$ cat src/core/afc_pkg.sv
// Constants, types and duration lookup for the receive auto flow control block
// Summary of operation
// - Automatic back pressure is held for the period chosen by the duration field in bits 7:4.
// - In full duplex the duration field has no effect at all.
// - In half duplex the multicast enable in bit 3 jams multicast frames once the high level is reached.
// - In half duplex the broadcast enable in bit 2 jams broadcast frames once the high level is reached.
// - In half duplex the address-match enable in bit 1 jams frames addressed to us once the high level is reached.
// - The any-frame enable in bit 0 triggers back pressure or a pause frame and alone enables full-duplex pausing.
// - With any-frame in half duplex, no address decode is needed: a valid preamble after the high level jams.
// - With any-frame in full duplex, a pause frame is requested as soon as the high level is reached.
// - While any-frame is set the multicast, broadcast and address-match enables are ignored.
// - Duration codes map to 5, 10, 15, 25, then 50 to 600 us in 50 us steps at 100 Mb/s, plus 2.2 us at 10 Mb/s.
// - The high-water level counts receive FIFO occupancy in units of 64 bytes.
// - After a pause frame at the high level, a zero-time pause is sent once occupancy falls below bits 15:8.
// - In half duplex, back pressure jams each matching incoming frame for the chosen duration.
// - Nothing is paused or jammed while the transmitter is disabled.
package afc_pkg;
  localparam logic [7:0] AFC_CONFIG_ADDR = 8'hAC;
  localparam logic [7:0] AFC_STAT_ADDR = 8'hC0;
  localparam logic [31:0] AFC_CONFIG_RESET = 32'h00000000;
  localparam logic [31:0] AFC_CONFIG_WMASK = 32'h00FFFFFF;
  localparam int AFC_HIGH_LSB = 16;
  localparam int AFC_LOW_LSB = 8;
  localparam int AFC_DUR_LSB = 4;
  localparam int AFC_MULT_BIT = 3;
  localparam int AFC_BRD_BIT = 2;
  localparam int AFC_ADDR_BIT = 1;
  localparam int AFC_ANY_BIT = 0;
  localparam int AFC_UNIT_SHIFT = 6;
  localparam int AFC_ST_BP_BIT = 0;
  localparam int AFC_ST_REQ_BIT = 1;
  localparam int AFC_ST_HI_BIT = 2;
  localparam int AFC_ST_PAUSED_BIT = 3;
  localparam int AFC_ST_LO_BIT = 4;
  localparam int unsigned AFC_CLK_PERIOD_NS = 100;
  localparam int unsigned AFC_BP_FIRST_NS = 5000;
  localparam int unsigned AFC_BP_CODE3_NS = 25000;
  localparam int unsigned AFC_BP_STEP_NS = 50000;
  localparam int unsigned AFC_BP_10M_EXTRA_NS = 2200;

  typedef enum logic [3:0] {
    FD_IDLE = 4'h1,
    FD_SEND_HI = 4'h2,
    FD_PAUSED = 4'h4,
    FD_SEND_ZERO = 4'h8
  } afc_fd_state_t;

  function automatic int unsigned afc_bp_ns(input logic [3:0] code, input logic speed_100);
    int unsigned ns;
    if (code < 4'h3) begin
      ns = AFC_BP_FIRST_NS * (int'(code) + 1);
    end else if (code == 4'h3) begin
      ns = AFC_BP_CODE3_NS;
    end else begin
      ns = AFC_BP_STEP_NS * (int'(code) - 3);
    end
    if (!speed_100) begin
      ns = ns + AFC_BP_10M_EXTRA_NS;
    end
    return ns;
  endfunction : afc_bp_ns

  // Least time, so round up; never below one cycle
  function automatic int unsigned afc_bp_cycles(input logic [3:0] code, input logic speed_100,
                                                input int unsigned clk_ns);
    int unsigned cyc;
    cyc = (afc_bp_ns(code, speed_100) + clk_ns - 1) / clk_ns;
    if (cyc < 1) begin
      cyc = 1;
    end
    return cyc;
  endfunction : afc_bp_cycles
endpackage : afc_pkg

$ cat src/core/afc_bp_timer.sv
// Back-pressure duration timer, reloadable at any time
`timescale 1ns/1ns
module afc_bp_timer #(
  parameter int CNT_W = 16
) (
  // Clock and reset
  input wire logic pclk,
  input wire logic presetn,
  // Control
  input wire logic load,
  input wire logic [CNT_W-1:0] load_cycles,
  // Status
  output logic busy
);
  logic [CNT_W-1:0] remaining;

  // A reload in the middle of a jam restarts the full period
  always_ff @(posedge pclk or negedge presetn) begin
    if (!presetn) begin
      remaining <= '0;
    end else if (load) begin
      remaining <= load_cycles;
    end else if (remaining != '0) begin
      remaining <= remaining - 1'b1;
    end
  end

  assign busy = (remaining != '0);
endmodule : afc_bp_timer

$ cat src/core/afc_core.sv
// Receive auto flow control: APB registers, half-duplex jamming, full-duplex pause requests
`timescale 1ns/1ns
module afc_core #(
  parameter int LVL_W = 14,
  parameter int CNT_W = 16,
  parameter int unsigned CLK_NS = afc_pkg::AFC_CLK_PERIOD_NS
) (
  // Clock and reset
  input wire logic pclk,
  input wire logic presetn,
  // APB slave
  input wire logic psel,
  input wire logic penable,
  input wire logic pwrite,
  input wire logic [7:0] paddr,
  input wire logic [31:0] pwdata,
  output logic [31:0] prdata,
  output logic pready,
  output logic pslverr,
  // MAC and link status
  input wire logic full_duplex,
  input wire logic speed_100,
  input wire logic tx_enabled,
  input wire logic [LVL_W-1:0] rx_fifo_level,
  // Receive frame events
  input wire logic rx_preamble,
  input wire logic rx_addr_valid,
  input wire logic rx_is_multicast,
  input wire logic rx_is_broadcast,
  input wire logic rx_addr_match,
  // Transmitter requests
  output logic backpressure,
  output logic pause_req,
  output logic pause_zero,
  input wire logic pause_ack
);
  import afc_pkg::*;

  logic [31:0] auto_flow_control_config;
  logic [7:0] high_water_level;
  logic [7:0] low_water_level;
  logic [3:0] backpressure_duration;
  logic trigger_on_multicast;
  logic trigger_on_broadcast;
  logic trigger_on_address_match;
  logic trigger_on_any_frame;
  logic above_hi;
  logic below_lo;
  logic half_ok;
  logic frame_match;
  logic bp_load;
  logic bp_busy;
  logic [CNT_W-1:0] bp_cycles;
  logic [31:0] status_word;
  logic setup;
  logic wr_cfg;
  afc_fd_state_t fd_state;
  afc_fd_state_t next_fd_state;

  assign high_water_level = auto_flow_control_config[AFC_HIGH_LSB +: 8];
  assign low_water_level = auto_flow_control_config[AFC_LOW_LSB +: 8];
  assign backpressure_duration = auto_flow_control_config[AFC_DUR_LSB +: 4];
  assign trigger_on_multicast = auto_flow_control_config[AFC_MULT_BIT];
  assign trigger_on_broadcast = auto_flow_control_config[AFC_BRD_BIT];
  assign trigger_on_address_match = auto_flow_control_config[AFC_ADDR_BIT];
  assign trigger_on_any_frame = auto_flow_control_config[AFC_ANY_BIT];

  // APB: zero wait states, read data captured in the setup cycle
  assign setup = psel && !penable;
  assign wr_cfg = psel && penable && pwrite && (paddr == AFC_CONFIG_ADDR);
  assign pready = 1'b1;

  always_ff @(posedge pclk or negedge presetn) begin
    if (!presetn) begin
      auto_flow_control_config <= AFC_CONFIG_RESET;
    end else if (wr_cfg) begin
      auto_flow_control_config <= pwdata & AFC_CONFIG_WMASK;
    end
  end

  always_comb begin
    status_word = '0;
    status_word[AFC_ST_BP_BIT] = backpressure;
    status_word[AFC_ST_REQ_BIT] = pause_req;
    status_word[AFC_ST_HI_BIT] = above_hi;
    status_word[AFC_ST_PAUSED_BIT] = (fd_state == FD_PAUSED);
    status_word[AFC_ST_LO_BIT] = below_lo;
  end

  always_ff @(posedge pclk or negedge presetn) begin
    if (!presetn) begin
      prdata <= '0;
      pslverr <= 1'b0;
    end else if (setup) begin
      pslverr <= (paddr != AFC_CONFIG_ADDR) && (paddr != AFC_STAT_ADDR);
      if (pwrite) begin
        prdata <= '0;
      end else if (paddr == AFC_CONFIG_ADDR) begin
        prdata <= auto_flow_control_config;
      end else if (paddr == AFC_STAT_ADDR) begin
        prdata <= status_word;
      end else begin
        prdata <= '0;
      end
    end
  end

  // Thresholds in 64-byte units
  assign above_hi = rx_fifo_level >= LVL_W'({high_water_level, 6'h00});
  assign below_lo = rx_fifo_level < LVL_W'({low_water_level, 6'h00});

  // Half duplex: any-frame jams on preamble; otherwise a decoded address must match an enabled class
  assign half_ok = !full_duplex && tx_enabled && above_hi;
  assign frame_match = rx_addr_valid && ((trigger_on_multicast && rx_is_multicast)
                       || (trigger_on_broadcast && rx_is_broadcast)
                       || (trigger_on_address_match && rx_addr_match));
  assign bp_load = half_ok && (trigger_on_any_frame ? rx_preamble : frame_match);

  assign bp_cycles = CNT_W'(afc_bp_cycles(backpressure_duration, speed_100, CLK_NS));

  afc_bp_timer #(
    .CNT_W(CNT_W)
  ) u_bp_timer (
    .pclk(pclk),
    .presetn(presetn),
    .load(bp_load),
    .load_cycles(bp_cycles),
    .busy(bp_busy)
  );

  // Duration is meaningless in full duplex, so the jam is masked there
  assign backpressure = bp_busy && !full_duplex && tx_enabled;

  // Full duplex pause sequencing; leaving full duplex or clearing any-frame abandons it
  always_comb begin
    next_fd_state = fd_state;
    if (!full_duplex || !trigger_on_any_frame) begin
      next_fd_state = FD_IDLE;
    end else begin
      case (fd_state)
        FD_IDLE: begin
          if (above_hi && tx_enabled) begin
            next_fd_state = FD_SEND_HI;
          end
        end
        FD_SEND_HI: begin
          if (pause_ack && tx_enabled) begin
            next_fd_state = FD_PAUSED;
          end
        end
        FD_PAUSED: begin
          if (below_lo) begin
            next_fd_state = FD_SEND_ZERO;
          end
        end
        FD_SEND_ZERO: begin
          if (pause_ack && tx_enabled) begin
            next_fd_state = FD_IDLE;
          end
        end
        default: begin
          next_fd_state = FD_IDLE;
        end
      endcase
    end
  end

  always_ff @(posedge pclk or negedge presetn) begin
    if (!presetn) begin
      fd_state <= FD_IDLE;
    end else begin
      fd_state <= next_fd_state;
    end
  end

  always_ff @(posedge pclk or negedge presetn) begin
    if (!presetn) begin
      pause_zero <= 1'b0;
    end else begin
      pause_zero <= (next_fd_state == FD_SEND_ZERO);
    end
  end

  // Request withheld, not dropped, while the transmitter is off
  assign pause_req = ((fd_state == FD_SEND_HI) || (fd_state == FD_SEND_ZERO)) && tx_enabled;

  // Helper: length of each jam run since its last load
  logic [CNT_W-1:0] bp_run;
  logic [CNT_W-1:0] bp_len;
  always_ff @(posedge pclk or negedge presetn) begin
    if (!presetn) begin
      bp_run <= '0;
      bp_len <= '0;
    end else if (bp_load) begin
      bp_run <= '0;
      bp_len <= bp_cycles;
    end else if (bp_busy) begin
      bp_run <= bp_run + 1'b1;
    end
  end

  a_fd_no_jam: assert property (@(posedge pclk) disable iff (!presetn)
    full_duplex |-> !backpressure) else $error("jam driven in full duplex");

  a_txoff_silent: assert property (@(posedge pclk) disable iff (!presetn)
    !tx_enabled |-> !backpressure && !pause_req) else $error("activity with transmitter off");

  a_any_preamble_jam: assert property (@(posedge pclk) disable iff (!presetn)
    half_ok && trigger_on_any_frame && rx_preamble ##1 (!full_duplex && tx_enabled) |-> backpressure)
    else $error("preamble did not start jam");

  a_mcast_jam: assert property (@(posedge pclk) disable iff (!presetn)
    half_ok && !trigger_on_any_frame && trigger_on_multicast && rx_addr_valid && rx_is_multicast
    ##1 (!full_duplex && tx_enabled) |-> backpressure) else $error("multicast did not jam");

  a_bcast_jam: assert property (@(posedge pclk) disable iff (!presetn)
    half_ok && !trigger_on_any_frame && trigger_on_broadcast && rx_addr_valid && rx_is_broadcast
    ##1 (!full_duplex && tx_enabled) |-> backpressure) else $error("broadcast did not jam");

  a_match_jam: assert property (@(posedge pclk) disable iff (!presetn)
    half_ok && !trigger_on_any_frame && trigger_on_address_match && rx_addr_valid && rx_addr_match
    ##1 (!full_duplex && tx_enabled) |-> backpressure) else $error("address match did not jam");

  a_any_overrides: assert property (@(posedge pclk) disable iff (!presetn)
    $rose(bp_busy) && $past(trigger_on_any_frame) |-> $past(rx_preamble))
    else $error("jam started without preamble in any-frame mode");

  a_jam_length: assert property (@(posedge pclk) disable iff (!presetn)
    $fell(bp_busy) |-> $past(bp_run) + 1'b1 == bp_len) else $error("jam length wrong");

  a_dur_code0: assert property (@(posedge pclk) disable iff (!presetn)
    backpressure_duration == 4'h0 && speed_100 |-> bp_cycles == CNT_W'((5000 + CLK_NS - 1) / CLK_NS))
    else $error("5 us code wrong");

  a_dur_10m: assert property (@(posedge pclk) disable iff (!presetn)
    backpressure_duration == 4'hF && !speed_100 |-> bp_cycles == CNT_W'((602200 + CLK_NS - 1) / CLK_NS))
    else $error("602.2 us code wrong");

  a_pause_prompt: assert property (@(posedge pclk) disable iff (!presetn)
    fd_state == FD_IDLE && full_duplex && trigger_on_any_frame && above_hi && tx_enabled
    ##1 (full_duplex && trigger_on_any_frame && tx_enabled) |-> pause_req && !pause_zero)
    else $error("pause not requested at high level");

  a_hi_cause: assert property (@(posedge pclk) disable iff (!presetn)
    fd_state == FD_SEND_HI && $past(fd_state) == FD_IDLE |-> $past(above_hi))
    else $error("pause without high level");

  a_zero_cause: assert property (@(posedge pclk) disable iff (!presetn)
    fd_state == FD_SEND_ZERO && $past(fd_state) != FD_SEND_ZERO |-> $past(fd_state) == FD_PAUSED
    && $past(below_lo) && pause_zero) else $error("zero pause without prior pause");

  c_hd_any_jam: cover property (@(posedge pclk) disable iff (!presetn)
    trigger_on_any_frame && $rose(backpressure));
  c_hd_mcast_jam: cover property (@(posedge pclk) disable iff (!presetn)
    !trigger_on_any_frame && rx_is_multicast && bp_load);
  c_fd_pause_hi: cover property (@(posedge pclk) disable iff (!presetn)
    pause_req && !pause_zero && pause_ack);
  c_fd_pause_zero: cover property (@(posedge pclk) disable iff (!presetn)
    pause_req && pause_zero && pause_ack);
endmodule : afc_core

$ cat config.mk
export PLATFORM = sky130hd
export DESIGN_NAME = afc_core
export DESIGN_NICKNAME = d
export VERILOG_FILES = /design/src/core/afc_pkg.sv /design/src/core/afc_bp_timer.sv /design/src/core/afc_core.sv
export SDC_FILE = /design/constraint.sdc
export NUM_CORES = 1
export LEC_CHECK = 0
export BUFFER_PORTS_ARGS = -buffer_cell sky130_fd_sc_hd__buf_2
export CAP_MARGIN = 15
export CELL_PAD_IN_SITES_DETAIL_PLACEMENT = 1
export CELL_PAD_IN_SITES_GLOBAL_PLACEMENT = 1
export CORE_ASPECT_RATIO = 1.75
export CORE_MARGIN = 4
export CORE_UTILIZATION = 51
export DETAILED_ROUTE_END_ITERATION = 12
export HOLD_SLACK_MARGIN = 0.08
export PLACE_DENSITY_LB_ADDON = 0.1
export SLEW_MARGIN = 20
export SYNTH_ARGS = -nofsm -noshare
export SYNTH_HDL_FRONTEND = slang
export SYNTH_HIERARCHICAL = 1
export SYNTH_SLANG_ARGS = --single-unit
$ cat constraint.sdc
create_clock -name pclk -period 44.3 [get_ports pclk]
set_input_delay 6.645 -clock pclk [delete_from_list [all_inputs] [get_ports pclk]]
set_output_delay 6.645 -clock pclk [all_outputs]
set_load 0.03 [all_outputs]
==> results.yml, run 1 <==
timing:
  finalHoldViolCount: 0
  worst_clock_skew_ps: 9.216
  final_max_slew_viol_count: 0
  period_share: 0.4898
  finalSetupTns_ps: 0
  setup_viol: 0
  max_freq_mhz: 46.09
  relSlewSlack: 0.3225
  rsz0062_at_grt: "false"
  worstMarginPinSlew_ps: 1013
  holdWs_ps: 490.6
  min_period_ps: 21700
cts:
  cts_tree: "built"
  cts_sinks: 70
  cts_max_level: 3
  cts_hold_buf: 0
  clk_pin_slew_ps: 60
  clockRootBuffer: "clkbuf_16"
  cts_buffers: 9
  clk_latency_ps: 340
  clockBufferDepth: 2
  postCtsSetupBuffers: 0
  cts_resized: 0
synth:
  yosys-top-cells-count: "nand2_1, ha_1, nor2_1"
  netlist_area_um2: 11640
  yosysMostFrequentCell: "nand2_1"
  synth_top_area_cell: "dfrtp_1"
  synth_seq_area_share: 0.1505
  synth_area_leaders: "dfrtp_1, ha_1, xnor2_1"
  syn-mean-instance-area_um2: 8.108
  ys_types: 135
  ys_ff_latch: 70
  netlist_instances: 1436
  synth_flop_cell: "dfrtp_1"
  yosys_warnings: 6
  synthArstFlopShare: 1.000
  synth_edf_count: 0
  synth_top_area_frac: 0.1483
floorplanning:
  core_area_um2: 22340
  die_area_um2: 25410
  dieHeight_um: 207.9
  die_width_um: 122.2
  initial_core_util: 0.5212
  core.rowCount: 72
  ios: 105
layout:
  multi_input_area_um2: 9346
  layout.nets: 1666
  nFillCells: 2876
  regArea_um2: 1753
  drive_gt1_frac: 0.1713
  diodes: 0
  areaGrowthSynthToFinish_pct: 7.920
drt:
  routed_wl_um: 37040
  wl_per_cell_um: 20.62
  drc_errors: 0
  dr.pass1.iters: 5
  drt-initial-drc-count: 471
  num_vias: 11730
  antenna_left: 0
  vias_per_cell: 6.532
place:
  port_buffers: 87
  dpl.hpwl_um: 30100
  gp_congestion: 0.8938
job:
  drv_cap: 0
global_route:
  grt_pass1_vias: 12510
  antenna_found_initial: 0
  grt_overflow_total: 0
  grt_pass1_wl_um: 61950
  grt_max_degree: 71
  grt_use_total: 0.2928
setup_path:
  crit_path_start_kind: "input pin"
  endpoint_kind: "flip-flop"
  worstPathArrival_ps: 21910
  cp_max_fo: 12
  crit_slowest_cell: "o31ai_2"
  worst_path_largest_cell_delay_ps: 630
  path_class: "input pin to flip-flop"
  crit_top_cell: "a21oi_1"
  rr_worst_depth: 63
  cp.required_ps: 44510
outcome:
  outcome: "complete, no violations"
min_path:
  worstHoldPathType: "flip-flop to flip-flop"
  worstHoldPathCells: 2
[worst max-delay path, delay by kind of cell]
family / cells / cell delay (ps)
xor gates and xnor gates: 3 / 1080
adders and majority gates: 3 / 830
and+or+nand+nor: 14 / 2800
buffers and inverters: 3 / 670
AOI/OAI and AO/OA: 29 / 9240
muxes: 2 / 610
[logic make-up after synthesis]
kind of cell	Yosys count	synth area share
AO/OA/AOI/OAI	504	0.3327
XOR/XNOR	99	0.07834
adder cells (fa/ha/maj)	104	0.1193
buffers and inverters	131	0.05008
flip-flops	70	0.1505
multiplexers	37	0.03611
other	2	0.0006450
AND/OR/NAND/NOR	489	0.2323
[final timing paths]
kind / from / end / slack [ps]
setup / recovery: speed_100 / u_bp_timer/remaining[0] / 22600
hold / removal: prdata[2] / prdata[2] / 490
setup reg to reg: auto_flow_control_config[4] / u_bp_timer/remaining[0] / 25080
hold reg to reg: prdata[2] / prdata[2] / 490
max in group asynchronous: presetn / u_bp_timer/remaining[10] / 37180
min in group asynchronous: presetn / prdata[13] / 6510
[per-layer routing]
| metal | GRT usage | vias up | wire length, µm |
|---|---|---|---|
| met5 | 0 | - | 0 |
| met4 | 0.1199 | 0 | 1483 |
| met3 | 0.03244 | 114 | 967 |
| met2 | 0.5773 | 255 | 21240 |
| met1 | 0.3014 | 5798 | 13360 |
| li1 | - | 5564 | - |
[stage by stage]
step             util  setup slack, ps  area [µm²]  instances
2_1_floorplan       -            25580       11670       1443
3_3_place_gp   0.5486            22910       12260       1780
3_5_place_dp   0.5486            22550       12260       1780
4_1_cts        0.5623            22780       12560       1796
5_1_grt        0.5624            21450       12570       1796
6_report       0.5624            22600       12570       1796
[area by class of cell]
class,instances,area share
sequential,70,0.1395
inverter,76,0.02270
tap,296,0.02947
multi-input combinational,1242,0.7438
clock inverter,6,0.005476
clock buffer,10,0.01902
timing repair buffer,96,0.04003
[registers in the layout, summed over array words and instances, names as in the netlist]
register	count
auto_flow_control_config	24
fd_state	4
pause_zero	1
prdata	24
pslverr	1
u_bp_timer/remaining	16
[cells in the final DEF (no fill, tap or decap), types with 10 or more instances in the layout]
| cell | n |
|---|---|
| a31oi_1 | 21 |
| mux2i_1 | 19 |
| a211oi_2 | 10 |
| and2_1 | 22 |
| ha_1 | 91 |
| nand2b_1 | 18 |
| a211o_1 | 12 |
| a211oi_1 | 25 |
| nor2b_1 | 16 |
| and3_1 | 19 |
| or2_2 | 12 |
| nand3_1 | 37 |
| mux2_2 | 13 |
| o21a_1 | 11 |
| nand4_1 | 18 |
| fa_1 | 12 |
| xor2_1 | 30 |
| o211ai_1 | 24 |
| nor2_1 | 86 |
| a22o_1 | 22 |
| xnor2_1 | 63 |
| buf_2 | 87 |
| nor4_1 | 12 |
| dfrtp_1 | 69 |
| inv_1 | 72 |
| o21ai_1 | 21 |
| nand2_1 | 128 |
| o31ai_1 | 22 |
| o21ai_0 | 81 |
| a21oi_1 | 72 |
| nor3_1 | 29 |
| a21o_1 | 14 |
Power of run 1 is not shown: default switching activity piles up to over one toggle a cycle in this logic, so the estimate is an artifact.
==> run 2, diff against run 1 <==
--- a/config.mk
+++ b/config.mk
@@ -11,7 +11,7 @@
 export CELL_PAD_IN_SITES_GLOBAL_PLACEMENT = 1
 export CORE_ASPECT_RATIO = 1.75
 export CORE_MARGIN = 4
-export CORE_UTILIZATION = 51
+export CORE_UTILIZATION = 42
 export DETAILED_ROUTE_END_ITERATION = 12
 export HOLD_SLACK_MARGIN = 0.08
 export PLACE_DENSITY_LB_ADDON = 0.1
==> constraint.sdc (replaced) <==
create_clock -name pclk -period 19.5 [get_ports pclk]
set_input_delay 2.925 -clock pclk [delete_from_list [all_inputs] [get_ports pclk]]
set_output_delay 2.925 -clock pclk [all_outputs]
set_load 0.03 [all_outputs]
==> run 2 against run 1 <==
Against the previous run:
- register-to-register slack lost 24000 ps
- utilization shrank 9.1 points
- clock skew grew 2.0 ps
- sequential share of layout area shrank 0.36 points
- sequential cell count is the same
- critical endpoint unchanged
- largest cell class unchanged
- highest routed layer is now met5
==> results.yml, run 2 (synthesis results as in run 1) <==
outcome:
  outcome: "complete, no violations"
setup_path:
  crit_path_start_kind: "flip-flop"
  worst_path_largest_cell_delay_ps: 590
  cp_max_fo: 20
  critPathTopFamily: "compound AO/OA/AOI/OAI gates"
  endpoint_kind: "flip-flop"
  crit_top_cell: "a21oi_1"
  path_class: "flip-flop to flip-flop"
  crit_slowest_cell: "dfrtp_1"
  cp_num_buf_inv: 5
  cp.required_ps: 19710
  worstPathArrival_ps: 18390
cts:
  cts_buffers: 9
  clk_pin_slew_ps: 70
  cts_hold_buf: 0
  cts_max_level: 3
  clockBufferDepth: 2
  clk_latency_ps: 350
  clockRootBuffer: "clkbuf_16"
  cts_tree: "built"
  cts_sinks: 70
layout:
  regArea_um2: 1753
  multi_input_area_um2: 9503
  diodes: 0
  reg_top3: "auto_flow_control_config x24, prdata x24, u_bp_timer/remaining x16"
  areaGrowthSynthToFinish_pct: 10.76
  nFillCells: 3336
  final_cell_count_no_fill: 1880
  layout_common_cells: "nand2_1, ha_1, buf_2"
  layout.nets: 1677
  drive_gt1_frac: 0.1913
  design_area_um2: 12900
  layout_commonest_cell: "nand2_1"
drt:
  antenna_left: 0
  wl_per_cell_um: 20.04
  drt-initial-drc-count: 430
  dr.pass1.iters: 5
  drc_errors: 0
  routed_wl_um: 37680
  vias_per_cell: 6.155
  num_vias: 11570
timing:
  worst_clock_skew_ps: 11.20
  finalHoldViolCount: 0
  worstMarginPinSlew_ps: 988.4
  final_max_slew_viol_count: 0
  relSlewSlack: 0.3388
  setup_viol: 0
  max_freq_mhz: 55.00
  holdWs_ps: 484.0
  min_period_ps: 18180
  period_share: 0.9323
global_route:
  grt_pass1_wl_um: 62160
  grt_overflow_total: 0
  grt_use_total: 0.2429
  grt_pass1_vias: 12220
  grt_max_degree: 71
  antenna_found_initial: 1
place:
  dpl.hpwl_um: 31040
  dp_cells: 1859
  placed_cell_area_um2: 12390
  port_buffers: 87
  gp_congestion: 0.8664
floorplanning:
  core.rowCount: 80
  die_area_um2: 30560
  core_area_um2: 27330
  die_width_um: 133.9
  ios: 105
  initial_core_util: 0.4261
  dieHeight_um: 228.3
min_path:
  worstHoldPathType: "flip-flop to flip-flop"
job:
  drv_cap: 0
## run 2: path summary, 6_finish.rpt
| kind | endpoint | slack (ps) | depth (start not counted) | start |
|---|---|---|---|---|
| worst max-delay path | u_bp_timer/remaining[0] | 1320 | 63 | auto_flow_control_config[7] |
| worst min-delay path | pslverr | 480 | 2 | pslverr |
| worst max register to register | u_bp_timer/remaining[0] | 1320 | 63 | auto_flow_control_config[7] |
| worst min register to register | pslverr | 480 | 2 | pslverr |
| max in group asynchronous | u_bp_timer/remaining[15] | 16150 | 1 | presetn |
| min in group asynchronous | auto_flow_control_config[21] | 2700 | 1 | presetn |
## run 2: timing repair
action | CTS | global route
gates resized for setup | 0 | 29
setup buffers | 0 | 5
setup endpoints to repair | 0 | 2
## run 2: worst register-to-register path: cells and delay by family, from the launching register on
kind                     cells  cell delay, ps
adder cells (fa/ha/maj)      6            2440
buffers and inverters        5             920
AO/OA/AOI/OAI               30            8490
AND/OR/NAND/NOR             15            3590
XOR/XNOR                     2             410
flip-flops                   1             590
multiplexers                 5            1620
## run 2: final cells by class
| type | count | share of cell area |
|---|---|---|
| multi-input combinational | 1242 | 0.7369 |
| sequential | 70 | 0.1359 |
| timing repair buffer | 107 | 0.04657 |
| tap | 369 | 0.03580 |
| inverter | 76 | 0.02241 |
| clock buffer | 9 | 0.01746 |
| clock inverter | 7 | 0.004948 |
## run 2: per-stage QoR
stage / setup TNS, ps / setup slack, ps / utilization
after floorplan: 0 / 3940 / -
after global placement: 0 / 1039 / 0.4536
after detailed placement: 0 / 685.5 / 0.4536
after CTS: 0 / 643.8 / 0.4641
after global routing: -26.78 / -26.78 / 0.4719
final: 0 / 1319 / 0.4719
## run 2: routing by layer
layer	up-vias	routed length (µm)	global-route usage
met1	5778	13840	0.2481
met4	2	813	0.06532
li1	5574	-	-
met2	167	22130	0.5035
met5	-	13	0
met3	51	879	0.02579
Power of run 2 is left out for the same reason.
